File: src/lcs_pkg.sv
// Package: constants, modes and carriers of the charge sequencer
package lcs_pkg;
  // Wishbone register byte offsets
  localparam logic [7:0] LCS_REG_CHG1 = 8'h00;  // Regulation voltage, adaptor current
  localparam logic [7:0] LCS_REG_CHG2 = 8'h04;  // Status bits, end-of-charge select
  localparam logic [7:0] LCS_REG_CHG3 = 8'h08;  // USB charge current code
  localparam logic [7:0] LCS_REG_STAT = 8'h0c;  // Phase and input flags
  // Field positions
  localparam int LCS_VSEL_BIT   = 4;  // Regulation voltage select, 1 = 4.2 V
  localparam int LCS_EOCSEL_LSB = 1;  // End-of-charge select field low bit
  localparam int LCS_CHG_BIT    = 3;  // Charging status bit
  localparam int LCS_EOC_BIT    = 4;  // End-of-charge status bit
  // Reset values
  localparam logic [3:0] LCS_RST_AC_CODE  = 4'h8;  // 500 mA
  localparam logic [3:0] LCS_RST_USB_CODE = 4'h8;  // 500 mA
  localparam logic       LCS_RST_VSEL     = 1'b0;  // 4.1 V
  localparam logic [1:0] LCS_RST_EOCSEL   = 2'h1;  // 0.1C
  // Current codes
  localparam logic [3:0] LCS_CODE_100MA   = 4'h0;  // 100 mA, code 0
  localparam logic [3:0] LCS_CODE_MAX     = 4'hd;  // 750 mA, highest code
  localparam int         LCS_BASE_MA      = 100;   // Current of code 0
  localparam int         LCS_STEP_MA      = 50;    // Current per code step
  // Safety timer
  localparam int         LCS_CLK_MHZ      = 100;   // Clock rate in MHz
  localparam int         LCS_TIMEOUT_TENTH_HR = 56; // 5.6 hours, in tenths
  localparam longint     LCS_TIMEOUT_CYC  =
    longint'(LCS_TIMEOUT_TENTH_HR) * 360 * 1000000 * LCS_CLK_MHZ;
  localparam int         LCS_PRESCALE     = 1000000; // Cycles per timer tick
  localparam int         LCS_TIMEOUT_TICKS = int'(LCS_TIMEOUT_CYC / LCS_PRESCALE);

  // Charge phases
  typedef enum logic [2:0] {
    LCS_OFF, LCS_PREQUAL, LCS_CC, LCS_CV, LCS_MAINT, LCS_FAULT, LCS_LDO, LCS_DISABLED
  } lcs_phase_e;

  // Thermistor classes
  typedef enum logic [1:0] {LCS_T_OFF, LCS_T_CHARGE, LCS_T_LDO} lcs_temp_e;

  // Comparator flags from the analog front end
  typedef struct packed {
    logic supply_above_uv;   // Supply above under-voltage threshold
    logic supply_below_ov;   // Supply below over-voltage threshold
    logic adaptor_ok;        // Adaptor-good indication
    logic batt_above_3v0;    // Pack above pre-qualification threshold
    logic batt_at_reg;       // Pack reached regulation voltage
    logic batt_below_rechg;  // Pack 200 mV below termination
    logic ts_ge_2v7;         // Sense at or above LDO threshold
    logic ts_ge_2v427;       // Sense at or above upper charge bound
    logic ts_gt_1v39;        // Sense above lower charge bound
    logic eoc_010;           // Current below 0.1C
    logic eoc_015;           // Current below 0.15C
    logic eoc_020;           // Current below 0.2C
  } lcs_cmp_s;

  // Controls to the analog regulation loop
  typedef struct packed {
    logic       charge_on;   // Pass device enabled for charging
    logic       prequal;     // Limited pre-qualification current
    logic       cv_mode;     // Constant-voltage regulation
    logic       ldo_mode;    // LDO regulation at battery voltage
    logic       vsel_4v2;    // Regulation target 4.2 V
    logic [3:0] charge_current; // Current code, 100 mA plus 50 mA steps
  } lcs_ctl_s;
endpackage

File: src/lcs_top.sv
// Lithium-ion charge sequencer with Wishbone settings registers
`timescale 1ns/1ps
`default_nettype none

// Contract
// - Start pre-qualification only with supply good
// - Limited current until pack exceeds 3.0V
// - Adaptor current defaults 500mA, register programmable
// - USB: select pin high 100mA, else programmable
// - Adaptor mode ignores current-select pin
// - Timer from CC; expiry faults, both indicators
// - CC to CV at regulation voltage
// - CV current below threshold enters maintenance
// - End-of-charge threshold 0.1C, 0.15C, 0.2C
// - Maintenance restarts charge on 200mV drop
// - Adaptor current 100 to 750mA, 50mA steps
// - Indicators encoded from phase
// - Classify sense voltage: LDO, charge, off
// - Temperature out stops; return restarts, timer reset
// - Floating sense selects LDO at battery voltage
// - Enable pin gates charger and LDO
// - Defaults after power-up until reprogrammed
// - Current code 0 is 100mA, 0xD 750mA
// - Status bits read-only, settings read-write
module lcs_top
  import lcs_pkg::*;
#(
  parameter int PRESCALE      = LCS_PRESCALE,      // Cycles per timer tick
  parameter int TIMEOUT_TICKS = LCS_TIMEOUT_TICKS  // Ticks to safety timeout
) (
  input  wire logic        clock_i,                 // System clock
  input  wire logic        reset_i,                 // Asynchronous reset, high
  input  wire logic        wb_cyc_i,                // Wishbone cycle
  input  wire logic        wb_stb_i,                // Wishbone strobe
  input  wire logic        wb_we_i,                 // Wishbone write enable
  input  wire logic [7:0]  wb_adr_i,                // Wishbone byte address
  input  wire logic [3:0]  wb_sel_i,                // Wishbone byte selects
  input  wire logic [31:0] wb_dat_i,                // Wishbone write data
  output logic      [31:0] wb_dat_o,                // Wishbone read data
  output logic             wb_ack_o,                // Wishbone acknowledge
  input  wire lcs_cmp_s    cmp_i,                   // Asynchronous comparator flags
  input  wire logic        enable_pin_i,            // Charger enable pin
  input  wire logic        source_mode_pin_i,       // High adaptor, low USB
  input  wire logic        current_select_pin_i,    // USB low-power select
  output lcs_ctl_s         ctl_o,                   // Regulation loop controls
  output logic             charging_indicator_o,    // Charging indicator on
  output logic             eoc_indicator_o          // End-of-charge indicator on
);

  // Synchronizer stages for comparator flags and pins
  localparam int SYNC_W = $bits(lcs_cmp_s) + 3;
  logic [SYNC_W-1:0] sync1_q;                       // First stage, read by second only
  logic [SYNC_W-1:0] sync2_q;                       // Second stage, used by logic
  lcs_cmp_s          cmp;                           // Synchronized comparator flags
  logic              en_s;                          // Synchronized enable
  logic              adaptor_s;                     // Synchronized source mode
  logic              current_select_pin_s;                        // Synchronized current select

  // Two flops on every asynchronous input
  always_ff @(posedge clock_i or posedge reset_i) begin
    if (reset_i) begin
      sync1_q <= '0;
      sync2_q <= '0;
    end else begin
      sync1_q <= {cmp_i, enable_pin_i, source_mode_pin_i, current_select_pin_i};
      sync2_q <= sync1_q;
    end
  end

  // Unpack synchronized flags
  always_comb begin
    cmp       = lcs_cmp_s'(sync2_q[SYNC_W-1:3]);
    en_s      = sync2_q[2];
    adaptor_s = sync2_q[1];
    current_select_pin_s    = sync2_q[0];
  end

  // Settings registers
  logic [3:0] ac_code_q, ac_code_d;                 // Adaptor current code
  logic [3:0] usb_code_q, usb_code_d;               // USB current code
  logic       vsel_q, vsel_d;                       // Regulation voltage select
  logic [1:0] eocsel_q, eocsel_d;                   // End-of-charge select
  logic       ack_q, ack_d;                         // Bus acknowledge
  logic [31:0] rdat_q, rdat_d;                      // Read data

  // Sequencer state
  lcs_phase_e phase_q, phase_d;                     // Charge phase
  logic       maint_seen_q, maint_seen_d;           // Maintenance was reached
  logic       temp_fault_q, temp_fault_d;           // Fault phase came from temperature
  logic [31:0] pre_q, pre_d;                        // Timer prescaler
  logic [31:0] tick_q, tick_d;                      // Timer tick count
  lcs_temp_e  temp;                                 // Thermistor class
  logic       supply_ok;                            // Supply qualified
  logic       eoc_hit;                              // Current below threshold
  logic       timeout;                              // Safety timer expired

  // Clamp a current code to the highest legal step
  function automatic logic [3:0] lcs_clamp(input logic [3:0] c);
    lcs_clamp = (c > LCS_CODE_MAX) ? LCS_CODE_MAX : c;
  endfunction

  // Bus access decode and register updates
  always_comb begin
    ac_code_d  = ac_code_q;
    usb_code_d = usb_code_q;
    vsel_d     = vsel_q;
    eocsel_d   = eocsel_q;
    rdat_d     = rdat_q;
    ack_d      = 1'b0;
    // Take one request per bus cycle; a standing ack blocks a second take
    if (wb_cyc_i && wb_stb_i && !ack_q) begin
      ack_d  = 1'b1;
      rdat_d = 32'h0;
      if (wb_adr_i == LCS_REG_CHG1) begin
        rdat_d[4:0] = {vsel_q, ac_code_q};
        if (wb_we_i && wb_sel_i[0]) begin
          ac_code_d = lcs_clamp(wb_dat_i[3:0]);
          vsel_d    = wb_dat_i[LCS_VSEL_BIT];
        end
      end else if (wb_adr_i == LCS_REG_CHG2) begin
        rdat_d[LCS_EOC_BIT]            = eoc_indicator_o;
        rdat_d[LCS_CHG_BIT]            = charging_indicator_o;
        rdat_d[LCS_EOCSEL_LSB +: 2]    = eocsel_q;
        if (wb_we_i && wb_sel_i[0]) begin
          // Status bits ignore writes; only the select is stored
          eocsel_d = wb_dat_i[LCS_EOCSEL_LSB +: 2];
        end
      end else if (wb_adr_i == LCS_REG_CHG3) begin
        rdat_d[3:0] = usb_code_q;
        if (wb_we_i && wb_sel_i[0]) begin
          usb_code_d = lcs_clamp(wb_dat_i[3:0]);
        end
      end else if (wb_adr_i == LCS_REG_STAT) begin
        rdat_d[2:0] = phase_q;
        rdat_d[4:3] = temp;
        rdat_d[5]   = adaptor_s;
        rdat_d[6]   = en_s;
      end else begin
        rdat_d = 32'h0;  // Unmapped reads zero, writes dropped
      end
    end
  end

  // Register the bus-side state
  always_ff @(posedge clock_i or posedge reset_i) begin
    if (reset_i) begin
      ac_code_q  <= LCS_RST_AC_CODE;
      usb_code_q <= LCS_RST_USB_CODE;
      vsel_q     <= LCS_RST_VSEL;
      eocsel_q   <= LCS_RST_EOCSEL;
      ack_q      <= 1'b0;
      rdat_q     <= 32'h0;
    end else begin
      ac_code_q  <= ac_code_d;
      usb_code_q <= usb_code_d;
      vsel_q     <= vsel_d;
      eocsel_q   <= eocsel_d;
      ack_q      <= ack_d;
      rdat_q     <= rdat_d;
    end
  end

  // Classification, qualification and threshold pick
  always_comb begin
    if (cmp.ts_ge_2v7) begin
      temp = LCS_T_LDO;
    end else if (cmp.ts_gt_1v39 && !cmp.ts_ge_2v427) begin
      temp = LCS_T_CHARGE;
    end else begin
      temp = LCS_T_OFF;
    end
    supply_ok = cmp.supply_above_uv && cmp.supply_below_ov && cmp.adaptor_ok;
    case (eocsel_q)
      2'h2:    eoc_hit = cmp.eoc_015;
      2'h3:    eoc_hit = cmp.eoc_020;
      default: eoc_hit = cmp.eoc_010;
    endcase
    timeout = (tick_q >= 32'(TIMEOUT_TICKS));
  end

  // Phase sequencer
  // Priority runs supply, then enable, then sense class, then the charge flow
  always_comb begin
    phase_d      = phase_q;
    maint_seen_d = maint_seen_q;
    temp_fault_d = temp_fault_q;
    if (!supply_ok) begin
      // Source gone: everything starts over, history included
      phase_d      = LCS_OFF;
      maint_seen_d = 1'b0;
    end else if (!en_s) begin
      // Host holds the charger off
      phase_d = LCS_DISABLED;
    end else if (temp == LCS_T_LDO) begin
      // No thermistor: regulate as a plain LDO
      phase_d = LCS_LDO;
    end else if (temp == LCS_T_OFF) begin
      // Out of range: stop, restart from the start on recovery
      phase_d = (phase_q == LCS_FAULT) ? LCS_FAULT : LCS_OFF;
    end else begin
      case (phase_q)
        LCS_OFF, LCS_DISABLED, LCS_LDO: begin
          // Every start goes through pre-qualification
          phase_d = LCS_PREQUAL;
        end
        LCS_PREQUAL: begin
          // Trickle until the pack is past the deep-discharge point
          if (cmp.batt_above_3v0) phase_d = LCS_CC;
        end
        LCS_CC: begin
          if (timeout) begin
            phase_d = LCS_FAULT;
          end else if (cmp.batt_at_reg) begin
            phase_d = LCS_CV;
          end
        end
        LCS_CV: begin
          // Taper current decides the end of charge
          if (eoc_hit) phase_d = LCS_MAINT;
        end
        LCS_MAINT: begin
          maint_seen_d = 1'b1;
          if (cmp.batt_below_rechg) phase_d = LCS_PREQUAL;
        end
        LCS_FAULT: phase_d = LCS_FAULT;  // Timer fault holds until source or enable drops or the sense class turns to LDO
        default:   phase_d = LCS_OFF;
      endcase
    end
    // A temperature fault latches the fault phase while charging
    if (supply_ok && en_s && temp == LCS_T_OFF &&
        (phase_q == LCS_PREQUAL || phase_q == LCS_CC || phase_q == LCS_CV)) begin
      phase_d      = LCS_FAULT;
      temp_fault_d = 1'b1;
    end
    // Only a temperature fault clears itself; a timer fault stays put
    if (phase_q == LCS_FAULT && temp_fault_q &&
        temp == LCS_T_CHARGE && supply_ok && en_s) begin
      phase_d = LCS_PREQUAL;
    end
    // The cause is only kept while the fault phase lasts
    if (phase_d != LCS_FAULT) begin
      temp_fault_d = 1'b0;
    end
  end

  // Safety timer, cleared outside constant current
  always_comb begin
    pre_d  = pre_q;
    tick_d = tick_q;
    if (phase_q != LCS_CC) begin
      pre_d  = 32'h0;
      tick_d = 32'h0;
    end else if (!timeout) begin
      // Count stops at expiry so the fault cannot wrap away
      if (pre_q >= 32'(PRESCALE - 1)) begin
        // Prescaler wraps into one tick of the safety timer
        pre_d  = 32'h0;
        tick_d = tick_q + 32'h1;
      end else begin
        pre_d = pre_q + 32'h1;
      end
    end
  end

  // Register sequencer and timer
  always_ff @(posedge clock_i or posedge reset_i) begin
    if (reset_i) begin
      phase_q      <= LCS_OFF;
      maint_seen_q <= 1'b0;
      temp_fault_q <= 1'b0;
      pre_q        <= 32'h0;
      tick_q       <= 32'h0;
    end else begin
      phase_q      <= phase_d;
      maint_seen_q <= maint_seen_d;
      temp_fault_q <= temp_fault_d;
      pre_q        <= pre_d;
      tick_q       <= tick_d;
    end
  end

  // Output controls and indicators, next values
  lcs_ctl_s ctl_d;                                  // Next regulation controls
  logic     chg_ind_d, eoc_ind_d;                   // Next indicator levels
  always_comb begin
    ctl_d          = '0;
    ctl_d.vsel_4v2 = vsel_q;
    // Adaptor mode ignores the select pin altogether
    if (adaptor_s) begin
      ctl_d.charge_current = ac_code_q;
    end else if (current_select_pin_s) begin
      ctl_d.charge_current = LCS_CODE_100MA;
    end else begin
      ctl_d.charge_current = usb_code_q;
    end
    ctl_d.charge_on = (phase_q == LCS_PREQUAL) || (phase_q == LCS_CC) ||
                      (phase_q == LCS_CV);
    ctl_d.prequal   = (phase_q == LCS_PREQUAL);
    ctl_d.cv_mode   = (phase_q == LCS_CV);
    ctl_d.ldo_mode  = (phase_q == LCS_LDO);
    chg_ind_d = 1'b0;
    eoc_ind_d = 1'b0;
    // Indicators follow the phase; history picks red or green while charging
    case (phase_q)
      LCS_PREQUAL, LCS_CC, LCS_CV: begin
        chg_ind_d = !maint_seen_q;
        eoc_ind_d = maint_seen_q;
      end
      LCS_MAINT, LCS_DISABLED: eoc_ind_d = 1'b1;
      LCS_FAULT: begin
        chg_ind_d = 1'b1;
        eoc_ind_d = 1'b1;
      end
      default: begin
        chg_ind_d = 1'b0;
        eoc_ind_d = 1'b0;
      end
    endcase
  end

  // Register outputs
  always_ff @(posedge clock_i or posedge reset_i) begin
    if (reset_i) begin
      ctl_o                <= '0;
      charging_indicator_o <= 1'b0;
      eoc_indicator_o      <= 1'b0;
    end else begin
      ctl_o                <= ctl_d;
      charging_indicator_o <= chg_ind_d;
      eoc_indicator_o      <= eoc_ind_d;
    end
  end

  // Bus answers
  assign wb_ack_o = ack_q;
  assign wb_dat_o = rdat_q;

endmodule
`default_nettype wire

File: config.mk
export PLATFORM = sky130hd
export DESIGN_NAME = lcs_top
export DESIGN_NICKNAME = d
export VERILOG_FILES = /design/src/lcs_pkg.sv /design/src/lcs_top.sv
export SDC_FILE = /design/constraint.sdc
export NUM_CORES = 1
export LEC_CHECK = 0
export BUFFER_PORTS_ARGS = -buffer_cell sky130_fd_sc_hd__buf_2
export CORE_MARGIN = 2
export CORE_UTILIZATION = 60
export DETAILED_ROUTE_END_ITERATION = 16
export PLACE_DENSITY = 0.86
export SYNTH_ARGS = -nofsm -noshare
export SYNTH_HDL_FRONTEND = slang
export SYNTH_SLANG_ARGS = --single-unit
export TNS_END_PERCENT = 30
File: constraint.sdc
create_clock -name clock_i -period 9.44 [get_ports clock_i]
set_clock_uncertainty 0.1 [all_clocks]
set_input_delay 1.416 -clock clock_i [delete_from_list [all_inputs] [get_ports clock_i]]
set_output_delay 1.416 -clock clock_i [all_outputs]
set_load 0.03 [all_outputs]
# Word-level counts from Yosys, hierarchy flattened
# Cells that the tools add are included.
dict set report op_classes {
  add_sub_neg 2
  n_lt_le_gt_ge 3
  eq_ne 21
  muxes 43
  n_bitwise 2
  reduce_logical 31
}
# operator n
set ops {}
lappend ops {{2-to-1 mux 32 bit} 6}
lappend ops {{adder 32 x 1 -> 32 bit, second input constant} 2}
lappend ops {{2-to-1 mux 3 bit} 13}
lappend ops {{>= comparator 32 x 20 -> 1 bit, second input constant} 1}
lappend ops {{>= comparator 32 x 21 -> 1 bit, second input constant} 1}
lappend ops {{2-to-1 mux 27 bit} 1}
lappend ops {{2-to-1 mux 4 bit} 5}
lappend ops {{one-hot mux 3 bit (6 select lines)} 1}
lappend ops {{equality test 8 x 4 -> 1 bit, second input constant} 2}
lappend ops {{logical AND 1 bit} 13}
lappend ops {{equality test 3 bit, second input constant} 4}
lappend ops {{2-to-1 mux 1 bit} 10}
lappend ops {{OR reduction 3 bit} 3}
lappend ops {{equality test 8 x 3 -> 1 bit, second input constant} 1}
lappend ops {{logical NOT 8 bit} 1}
lappend ops {{AND reduction 4 bit} 2}
lappend ops {{2-to-1 mux 7 bit} 1}
lappend ops {{equality test 2 bit, second input constant} 3}
lappend ops {{equality test 3 x 2 -> 1 bit, second input constant} 2}
lappend ops {{!= test 2 bit, second input constant} 3}
lappend ops {{one-hot mux 1 bit (2 select lines)} 3}
lappend ops {{2-to-1 mux 5 bit} 1}
lappend ops {{AND reduction 5 bit} 1}
lappend ops {{greater-than comparator 4 bit, second input constant} 1}
lappend ops {{14 further kinds} 21}
dict set report totals {
  ff_bits 154
  input_bits 64
  output_inout_bits 44
  wordCells 123
}

# Longest topological paths before layout
# Gate-level depths: netlist (run 1).
dict set report logic_depth {
  ltp_word 13
  ltp_mapped 8
  ltp_nobuf 6
}

# Worst setup path before layout (run 1)
# No wires, ideal clock.
dict set report synth_path {
  path_kind {input -> register}
  from {in wb_adr_i[7]}
  to {reg usb_code_q[2]}
  setup_ns 0.125
  arrival_ns 2.826
  t_required_ns 9.215
  slack_ns 6.389
  path_stages 4
  path_buffers 0
  cell_sequence {nor4_1 > nand3_1 > nor4_1 > mux2_2}
}
dict set report synth_via {
  elab_chain_cells 3
  elab_cells_between_ends 6
  classes_between {2 x eq/ne; 2 x bitwise; 2 x reduce/logical}
}
# item line
set synth_lines {}
lappend synth_lines {{from (decl)} lcs_top.sv:36} ;# input wire logic [7:0] wb_adr_i,
lappend synth_lines {{equality test 8 x 3 -> 1 bit / logical NOT 8 bit (equally long branches)} {lcs_top.sv:120, lcs_top.sv:114}}
lappend synth_lines {{inverter 1 bit (no line)} n/a}
lappend synth_lines {{AND reduction 5 bit (no line) *} n/a}
lappend synth_lines {{to (signal assigned)} lcs_top.sv:155} ;# usb_code_q <= usb_code_d;
lappend synth_lines {{to (decl)} lcs_top.sv:80} ;# logic [3:0] usb_code_q, usb_code_d;
# Mark *: on every way between the ends. The rest lies on a longest branch, timed or not.
# A chain may end at the register's enable or synchronous reset.

# Worst setup path in the final report (run 1)
dict set report layout_path {
  from {reg tick_q[9]}
  to {reg tick_q[5]}
}
dict set report layout_via {
  elab_chain_cells 3
}
# item line
set layout_lines {}
lappend layout_lines {{from (decl)} lcs_top.sv:91} ;# logic [31:0] tick_q, tick_d;
lappend layout_lines {{from (signal assigned)} lcs_top.sv:278} ;# tick_q <= tick_d;
lappend layout_lines {{>= comparator 32 x 21 -> 1 bit} lcs_top.sv:178} ;# timeout = (tick_q >= 32'(TIMEOUT_TICKS));
lappend layout_lines {{!= test 2 x 1 -> 1 bit (no line)} n/a}
lappend layout_lines {{AND reduction 2 bit (no line)} n/a}
# No other way between the ends.

==> results of run 1 <==
worst min path at each step:
stage | end | slack [ps]
detailed placement | sync2_q[6] | 230
finish | sync2_q[13] | 250
global placement | sync2_q[12] | 230
global route | sync2_q[13] | 260
CTS | sync2_q[6] | 240
floorplan | sync2_q[0] | 230
layout make-up:
type / count / area, µm²
flip-flops and latches: 129 / 3230
repair buffers: 56 / 290
well taps: 133 / 166
inverters: 22 / 85.1
fillers: 662 / 2880
multi-input cells: 397 / 2500
clock buffers: 18 / 418
clock inverters: 14 / 203
power by group through the flow:
| stage | Combinational, µW | Clock [µW] | Sequential [µW] |
|---|---|---|---|
| after floorplan | 49.7 | 0 | 578 |
| after CTS | 59.0 | 695 | 568 |
| after detailed placement | 58.4 | 0 | 578 |
| after global placement | 56.4 | 0 | 578 |
| after global routing | 64.8 | 724 | 569 |
| final | 58.6 | 686 | 569 |
critical path, cell delays in order (launching register included):
cell	delay, ps
sky130_fd_sc_hd__dfrtp_1	420
sky130_fd_sc_hd__a211o_1	310
sky130_fd_sc_hd__o311ai_1	550
sky130_fd_sc_hd__a31oi_4	360
sky130_fd_sc_hd__buf_4	350
sky130_fd_sc_hd__nor2_2	770
sky130_fd_sc_hd__a31o_2	270
routing by layer:
metal  vias to the layer above  part of all wire (%)
met2                       216                    51
met1                      2300                    41
met4                         0                   1.4
li1                       2171                     -
met5                         -                     0
met3                        25                   6.1
cell usage after synthesis, types with 14 or more instances:
cell type                 instances
sky130_fd_sc_hd__a21oi_1         33
sky130_fd_sc_hd__nand3_1         33
sky130_fd_sc_hd__o31ai_1         20
sky130_fd_sc_hd__nor2_1          38
sky130_fd_sc_hd__o21ai_0         20
sky130_fd_sc_hd__and2_1          14
sky130_fd_sc_hd__or4_1           23
sky130_fd_sc_hd__buf_4           27
sky130_fd_sc_hd__inv_1           22
sky130_fd_sc_hd__dfrtp_1        126
sky130_fd_sc_hd__nand4_1         14
sky130_fd_sc_hd__nand2_1         35
sequential cells by signal, indices dropped and copies added (netlist names), 2 cells and up:
name / flops
usb_code_q: 4
sync1_q: 15
ac_code_q: 4
wb_dat_o: 7
eocsel_q: 2
sync2_q: 15
phase_q: 3
ctl_o: 9
pre_q: 32
tick_q: 32
per-stage QoR:
stage / area (µm²) / instances
global placement: 6270 / 737
floorplan: 6130 / 596
detailed placement: 6270 / 737
global route: 6890 / 769
finish: 6890 / 769
CTS: 6890 / 769
kinds of logic (layout without fill, tap and decap cells):
group | count (synthesis) | after routing | synth area share (%)
compound gates | 128 | 128 | 14.7
fa+ha+maj | 3 | 3 | 0.622
buf+inv | 70 | 110 | 6.84
flops | 129 | 129 | 53.5
mux | 19 | 19 | 4.02
other cells | 1 | 25 | 0.0621
simple gates | 222 | 222 | 20.3
==> impl.org, run 1 <==
** Setup path
- Required arrival time at the worst endpoint :: 9810 ps
- The worst register-to-register path has a depth of 6.
- The worst setup path is captured at a register.
- Critical setup path kind :: reg2reg
- Worst Setup Start Kind :: register
- Endpoint of the worst setup timing path :: tick_q[5]
- Tracing the worst setup path back leads to its startpoint at tick_q[9].
- The worst register-to-register path begins at tick_q[9].
- Arrival time of the worst setup path :: 3550 ps
- In this run the worst path has a maximum fanout of 35.
- Internal reg-to-reg setup slack :: 6250 ps
- In this run the critical register-to-register path is captured at tick_q[5].

** Clock network
- Sinks on Clock Net :: 129
- Clock root buffer :: sky130_fd_sc_hd__clkbuf_8
- In this run the number of H-tree levels came out at 4.
- CTS tree :: yes
- The later pin in the worst-skew pair is clocked with a latency of 530 ps.
- In this run, post-CTS hold repair placed 0 buffers.
- Post-CTS timing repair inserted 0 buffers for setup.
- The number of clock buffers added by TritonCTS is 17.
- Largest buffer count on any clock path :: 2
- After clock tree synthesis, the repair step resized 0 gates.
- Clock input transition at the sequential cells of the worst setup and hold paths :: 60 ps

** Logic synthesis
- Synthesis instantiated 67 different standard cells from the library.
- Mapped Cells :: 572
- The average instance in the mapped netlist occupies 10.6 µm².
- The synthesized design devotes to its leading area cell type 52.2% of total area.
- During synthesis, Yosys emitted a total of 0 warnings.
- Primary flip-flop cell chosen by synthesis mapping :: sky130_fd_sc_hd__dfrtp_1
- The largest total area in the synthesized netlist belongs to sky130_fd_sc_hd__dfrtp_1.
- Post-synthesis cell area :: 6040 µm²
- By area the synthesized netlist is led by sky130_fd_sc_hd__dfrtp_1, sky130_fd_sc_hd__buf_4, sky130_fd_sc_hd__or4_1.
- Summing the sequential cell areas from Yosys gives 53.5% of the chip area.
- Number of enable-type register cells in the synthesized netlist :: 0
- Async set-reset flop share out of synthesis :: 100%
- Number of synthesized register bits :: 129

** Layout
- Of the cells placed in the final design, the portion with a size suffix greater than 1 is 19.5%.
- Net count, final :: 690
- The library cell used most frequently in the layout, excluding fill and tap cells, is sky130_fd_sc_hd__dfrtp_1.
- 0 antenna diodes ended up in the layout.
- Syn-to-layout area delta :: 14.2%
- Most frequent cells in the layout :: sky130_fd_sc_hd__dfrtp_1, sky130_fd_sc_hd__buf_2, sky130_fd_sc_hd__nor2_1
- Final cell utilization of the core :: 70.5%

** STA
- Static timing analysis puts the maximum clock frequency at 314 MHz.
- Final Hold Viols :: 0
- Setup slack on the critical path of the routed design comes to 6250 ps.
- Setup violations remaining at the end of the flow were counted as 0.
- Hold timing on the final database bottoms out at a slack of 246 ps.
- The clock period could shrink to 3190 ps.
- Crit share post-route :: 33.7%
- Total Neg Setup Slack :: 0 ps
- Setup repair after global routing left no endpoint under its margin.
- Slew Viols, Final :: 0
- Headroom to the max-slew limit came out at 37.1%.
- Worst Tran Pin Value :: 943 ps

** Routing
- DR vias :: 4712
- After detailed routing, the number of vias per cell comes to 6.13.
- Dividing the detail-routed wire length by the instance count gives 16.9 µm.
- Summed over all layers, the routed wires come to 13000 µm.
- Iteration-0 DRC count of the detailed router :: 456
- Once detail routing completed, the nets flagged for antenna violations numbered 0.
- Before antenna repair, the detailed router went through 5 iterations.
- For this run, design rule violations remaining after detail routing come to 0.

** Pwr
- The design draws 1310 µW.
- Registers are responsible for 43.3% of the overall power.
- Static Leakage :: 0.00308 µW
- Total power per unit cell area :: 191 nW/µm²
- In this run the power spent charging and discharging nets is 303 µW.
- Across the VDD grid, the largest voltage drop is 0.150 mV.
- Switching portion of total power :: 23.1%
- Pint :: 1010 µW
- The clock network is responsible for 52.2% of the overall power.
- In this run, the combinational gates consume 4.5% of the power.

** Run status
- The flow ran to the end, and the final reports show no timing, DRC or antenna violations.

** Die
- Width of the die :: 104 µm
- Starting density of the core :: 61.8%
- Die Footprint :: 10900 µm²
- Count of boundary I/O pins :: 108
- The floorplan has 36 rows.
- Placeable core region :: 9770 µm²
- Measured along the y axis, the die boundary spans 104 µm.

** Job
- Max capacitance violation total :: 0

** GRT
- Global routing met2 resource utilization :: 41.3%
- Most used routing layer :: met2
- For this run, global-route usage on met3 was measured as 5.95%.
- The number of antenna violations at the first check in global routing was 0.
- Maximum number of pins on one net before global-route repair :: 78
- The via count of the first global-routing pass was 4528.
- Across every metal layer, demand over resource in global routing totals 25.7%.
- The first global-routing pass estimated 22300 µm of wire.
- In the global route stage, met1 resource usage came out at 34.4%.
- For this run the aggregate overflow at the end of global routing stands at 0.

** Hold path
- In this run the most critical hold path is launched from sync1_q[13].
- Counting instances, the worst hold path has a depth of 0.
- The path class of the tightest hold or removal check is reg2reg.

** Place
- Routability Congestion :: 0.897
- Setup Slack @ Placement :: 5920 ps
- Once detailed placement completed, the half-perimeter wirelength came to 8420 µm.
- Port-buffer cells :: 52
Power figures use the tool's default switching activity.
==> run 2, diff against run 1 <==
- CORE_UTILIZATION: 60 -> 56
- PLACE_DENSITY: 0.86 -> 0.81
- clock period: 9.44 -> 3.1 ns (I/O delays scaled with it)
==> run 2 against run 1 <==
Fmax is 26% higher; clock power rose to 2.9 times the previous value; core utilization decreased by 1.9 points; final area is 3.7% higher; via count rose by 1.2%; wire length up 3.4%; sequential power increased to 3.0 times the previous value; register-to-register slack worse by 5700 ps; combinational power increased to 3.5 times the previous value; hold slack lost 150 ps; global-route usage shrank 0.94 points.
==> impl.org, run 2 (synthesized netlist as in run 1, its figures left out) <==
** Die
- Die outline height :: 108 µm (+3.4%)
- The starting density of the core is 58.0% (-3.8 points).
- The area enclosed by the die boundary was 11600 µm² (+6.9%).
- The area of the core was 10400 µm² (+6.6%).
- The floorplan row count is 37 (+2.8%).
- The width of the chip was 108 µm (+3.4%).
- Count of boundary I/O pins :: 108 (unchanged)

** Place
- Port-buffer cells :: 52 (unchanged)
- The worst setup timing slack at the placement stage is 593 ps (-5320 ps).
- Detail Placement HPWL :: 8670 µm (+3.0%)
- Routability Congestion :: 0.932 (+3.9%)
- The placed cell area was 6400 µm² (+2.0%).

** Setup path
- The critical-path maximum fanout was 21 (-40%).
- The worst setup path is launched from a register.
- Critical setup path kind :: reg2reg
- The data arrival time of the critical path was 2860 ps (-690 ps).
- Worst setup EP type :: register
- The required time of the worst setup path came to 3440 ps (-6370 ps).

** Layout
- The count of fill cells added during filler insertion came to 760 (+15%).
- Proportion of layout cells with a drive suffix above 1 :: 20.4% (+0.90 points)
- Footprint of the multi-input gates :: 2500 µm² (unchanged)
- Most frequent standard cell in the layout excluding fill and tap cells :: sky130_fd_sc_hd__dfrtp_1
- Net count, final :: 717 (+3.9%)
- Register cell area after layout :: 3230 µm² (unchanged)
- The top cell types in the final layout, fill and taps aside, are sky130_fd_sc_hd__dfrtp_1, sky130_fd_sc_hd__buf_2, sky130_fd_sc_hd__nor2_1.
- The cell area after layout came to 7150 µm² (+3.7%).
- The antenna diode count was 0 (unchanged).
- Relative to the synthesized area, the layout overhead comes to 18.4%.
- Top flop regs :: pre_q (32), tick_q (32)

** Pwr
- The combinational cell fraction of total power was 5.3% (+0.8 points).
- The share of total power in the clock network was 50.4% (-1.8 points).
- Switching component of the power :: 890 µW (+190%)
- The worst supply voltage drop on vdd was 0.398 mV (+170%).
- The relative contribution of sequential cells to total power came to 44.3% (+1.0 points).
- The leakage component of the power was 0.00319 µW (+3.7%).
- The power density relative to cell area was 547 nW/µm² (+190%).
- Switching portion of total power :: 22.8% (-0.32 points)
- The internal power of the cells came to 3020 µW (+200%).

** Clock network
- The clock-pin slew on the worst setup and hold paths came to 60 ps (about the same).
- The H-tree depth was 4 (unchanged).
- Setup Fix Bufs, Post-CTS :: 0 (unchanged)
- The count of hold-fix buffers inserted at cts was 16 (+16).
- CTS tree :: yes
- Clock root buffer :: sky130_fd_sc_hd__clkbuf_8
- The total clock sinks was 129 (unchanged).
- The number of buffers on the longest clock path is 2 (unchanged).
- Clock latency at the later pin of the worst-skew pair :: 520 ps (about the same)
- The post-cts resize count was 0 (unchanged).
- Num CTS Buffers :: 17 (unchanged)

** STA
- The setup TNS came to 0 ps (unchanged).
- Final worst path period need :: 2520 ps (-664 ps)
- The slew at the pin with the worst max-slew slack is 837 ps (-106 ps).
- Setup repair after global routing left no endpoint under its margin.
- Relative slew slack :: 43.7% (+6.6 points)
- Setup slack after layout :: 579 ps (-5680 ps)
- Crit share post-route :: 81.3% (+48 points)
- Slew Viols, Final :: 0 (unchanged)
- The achievable clock frequency is 397 MHz (+26%).
- Endpoints failing setup :: 0 (unchanged)
- Final Hold Viols :: 0 (unchanged)
- The worst hold margin is 101 ps (-146 ps).

** Routing
- The number of DRC markers in iteration 0 was 405 (-11%).
- DRT Pass-1 Iters :: 5 (unchanged)
- DR vias :: 4769 (+1.2%)
- Wire length after detailed routing :: 13400 µm (+3.4%)
- The post-route antenna net violation count came to 0 (unchanged).
- DRC :: 0 (unchanged)
- Per-cell routed wire length :: 16.8 µm (-0.34%)
- Vias per cell :: 5.98 (-2.5%)

** Job
- The max-capacitance violation count was 0 (unchanged).

** Run status
- Result of the run :: completed

** GRT
- The pin count of the biggest net entering global routing is 44 (-44%).
- Via count of the first global-routing pass :: 4712 (+4.1%)
- The first-pass GRT wire length was 22300 µm (about the same).
- The number of antenna violations at the first check in global routing is 0 (unchanged).
- The total grt overflow came to 0 (unchanged).
- Overall global routing resource usage :: 24.7% (-0.94 points)

** Hold path
- In this run the worst hold path is classified as in2reg.
-- run 2: stage by stage --
| step | utilization [%] | cells | total power [µW] |
|---|---|---|---|
| 2_1_floorplan | - | 596 | 1910 |
| 3_3_place_gp | 61.4 | 751 | 1940 |
| 3_5_place_dp | 61.4 | 751 | 1950 |
| 4_1_cts | 68.6 | 798 | 3930 |
| 5_1_grt | 68.6 | 798 | 4040 |
| 6_report | 68.6 | 798 | 3910 |
-- run 2: per-layer routing --
| metal | wire length (µm) | share of wire, % | GRT usage (%) |
|---|---|---|---|
| met5 | 0 | 0 | 0 |
| met4 | 182 | 1.4 | 9.07 |
| met3 | 642 | 4.8 | 4.96 |
| met2 | 6830 | 51 | 41.3 |
| met1 | 5750 | 43 | 32.1 |
-- run 2: final timing paths --
path / start / endpoint / slack, ps / cells after the start
min: wb_dat_i[4] / vsel_q / 100 / 2
max: tick_q[9] / pre_q[11] / 580 / 7
min reg2reg: sync1_q[13] / sync2_q[13] / 250 / 0
min in group asynchronous: reset_i / sync2_q[1] / 450 / 3
max reg2reg: tick_q[9] / pre_q[11] / 580 / 7
max in group asynchronous: reset_i / pre_q[3] / 1680 / 5
-- run 2: area by class of cell --
class	count	share of cell area, %
Sequential cell	129	45.2
Multi-Input combinational cell	397	34.9
Timing Repair Buffer	83	7.98
Clock buffer	18	5.99
Tap cell	136	2.38
Clock inverter	13	2.28
Inverter	22	1.21
-- run 2: worst max-delay path, stage by stage (launching register included) --
cell	delay, ps
sky130_fd_sc_hd__dfrtp_1	410
sky130_fd_sc_hd__a211o_1	310
sky130_fd_sc_hd__o311ai_1	230
sky130_fd_sc_hd__buf_4	180
sky130_fd_sc_hd__a31oi_4	230
sky130_fd_sc_hd__buf_4	290
sky130_fd_sc_hd__or4_1	520
sky130_fd_sc_hd__a21oi_1	160
-- run 2: power by group through the flow --
stage | combinational, µW | sequential [µW] | clock [µW]
global route | 228 | 1730 | 2080
CTS | 207 | 1730 | 2000
detailed placement | 189 | 1760 | 0
floorplan | 152 | 1760 | 0
global placement | 184 | 1760 | 0
finish | 207 | 1730 | 1970
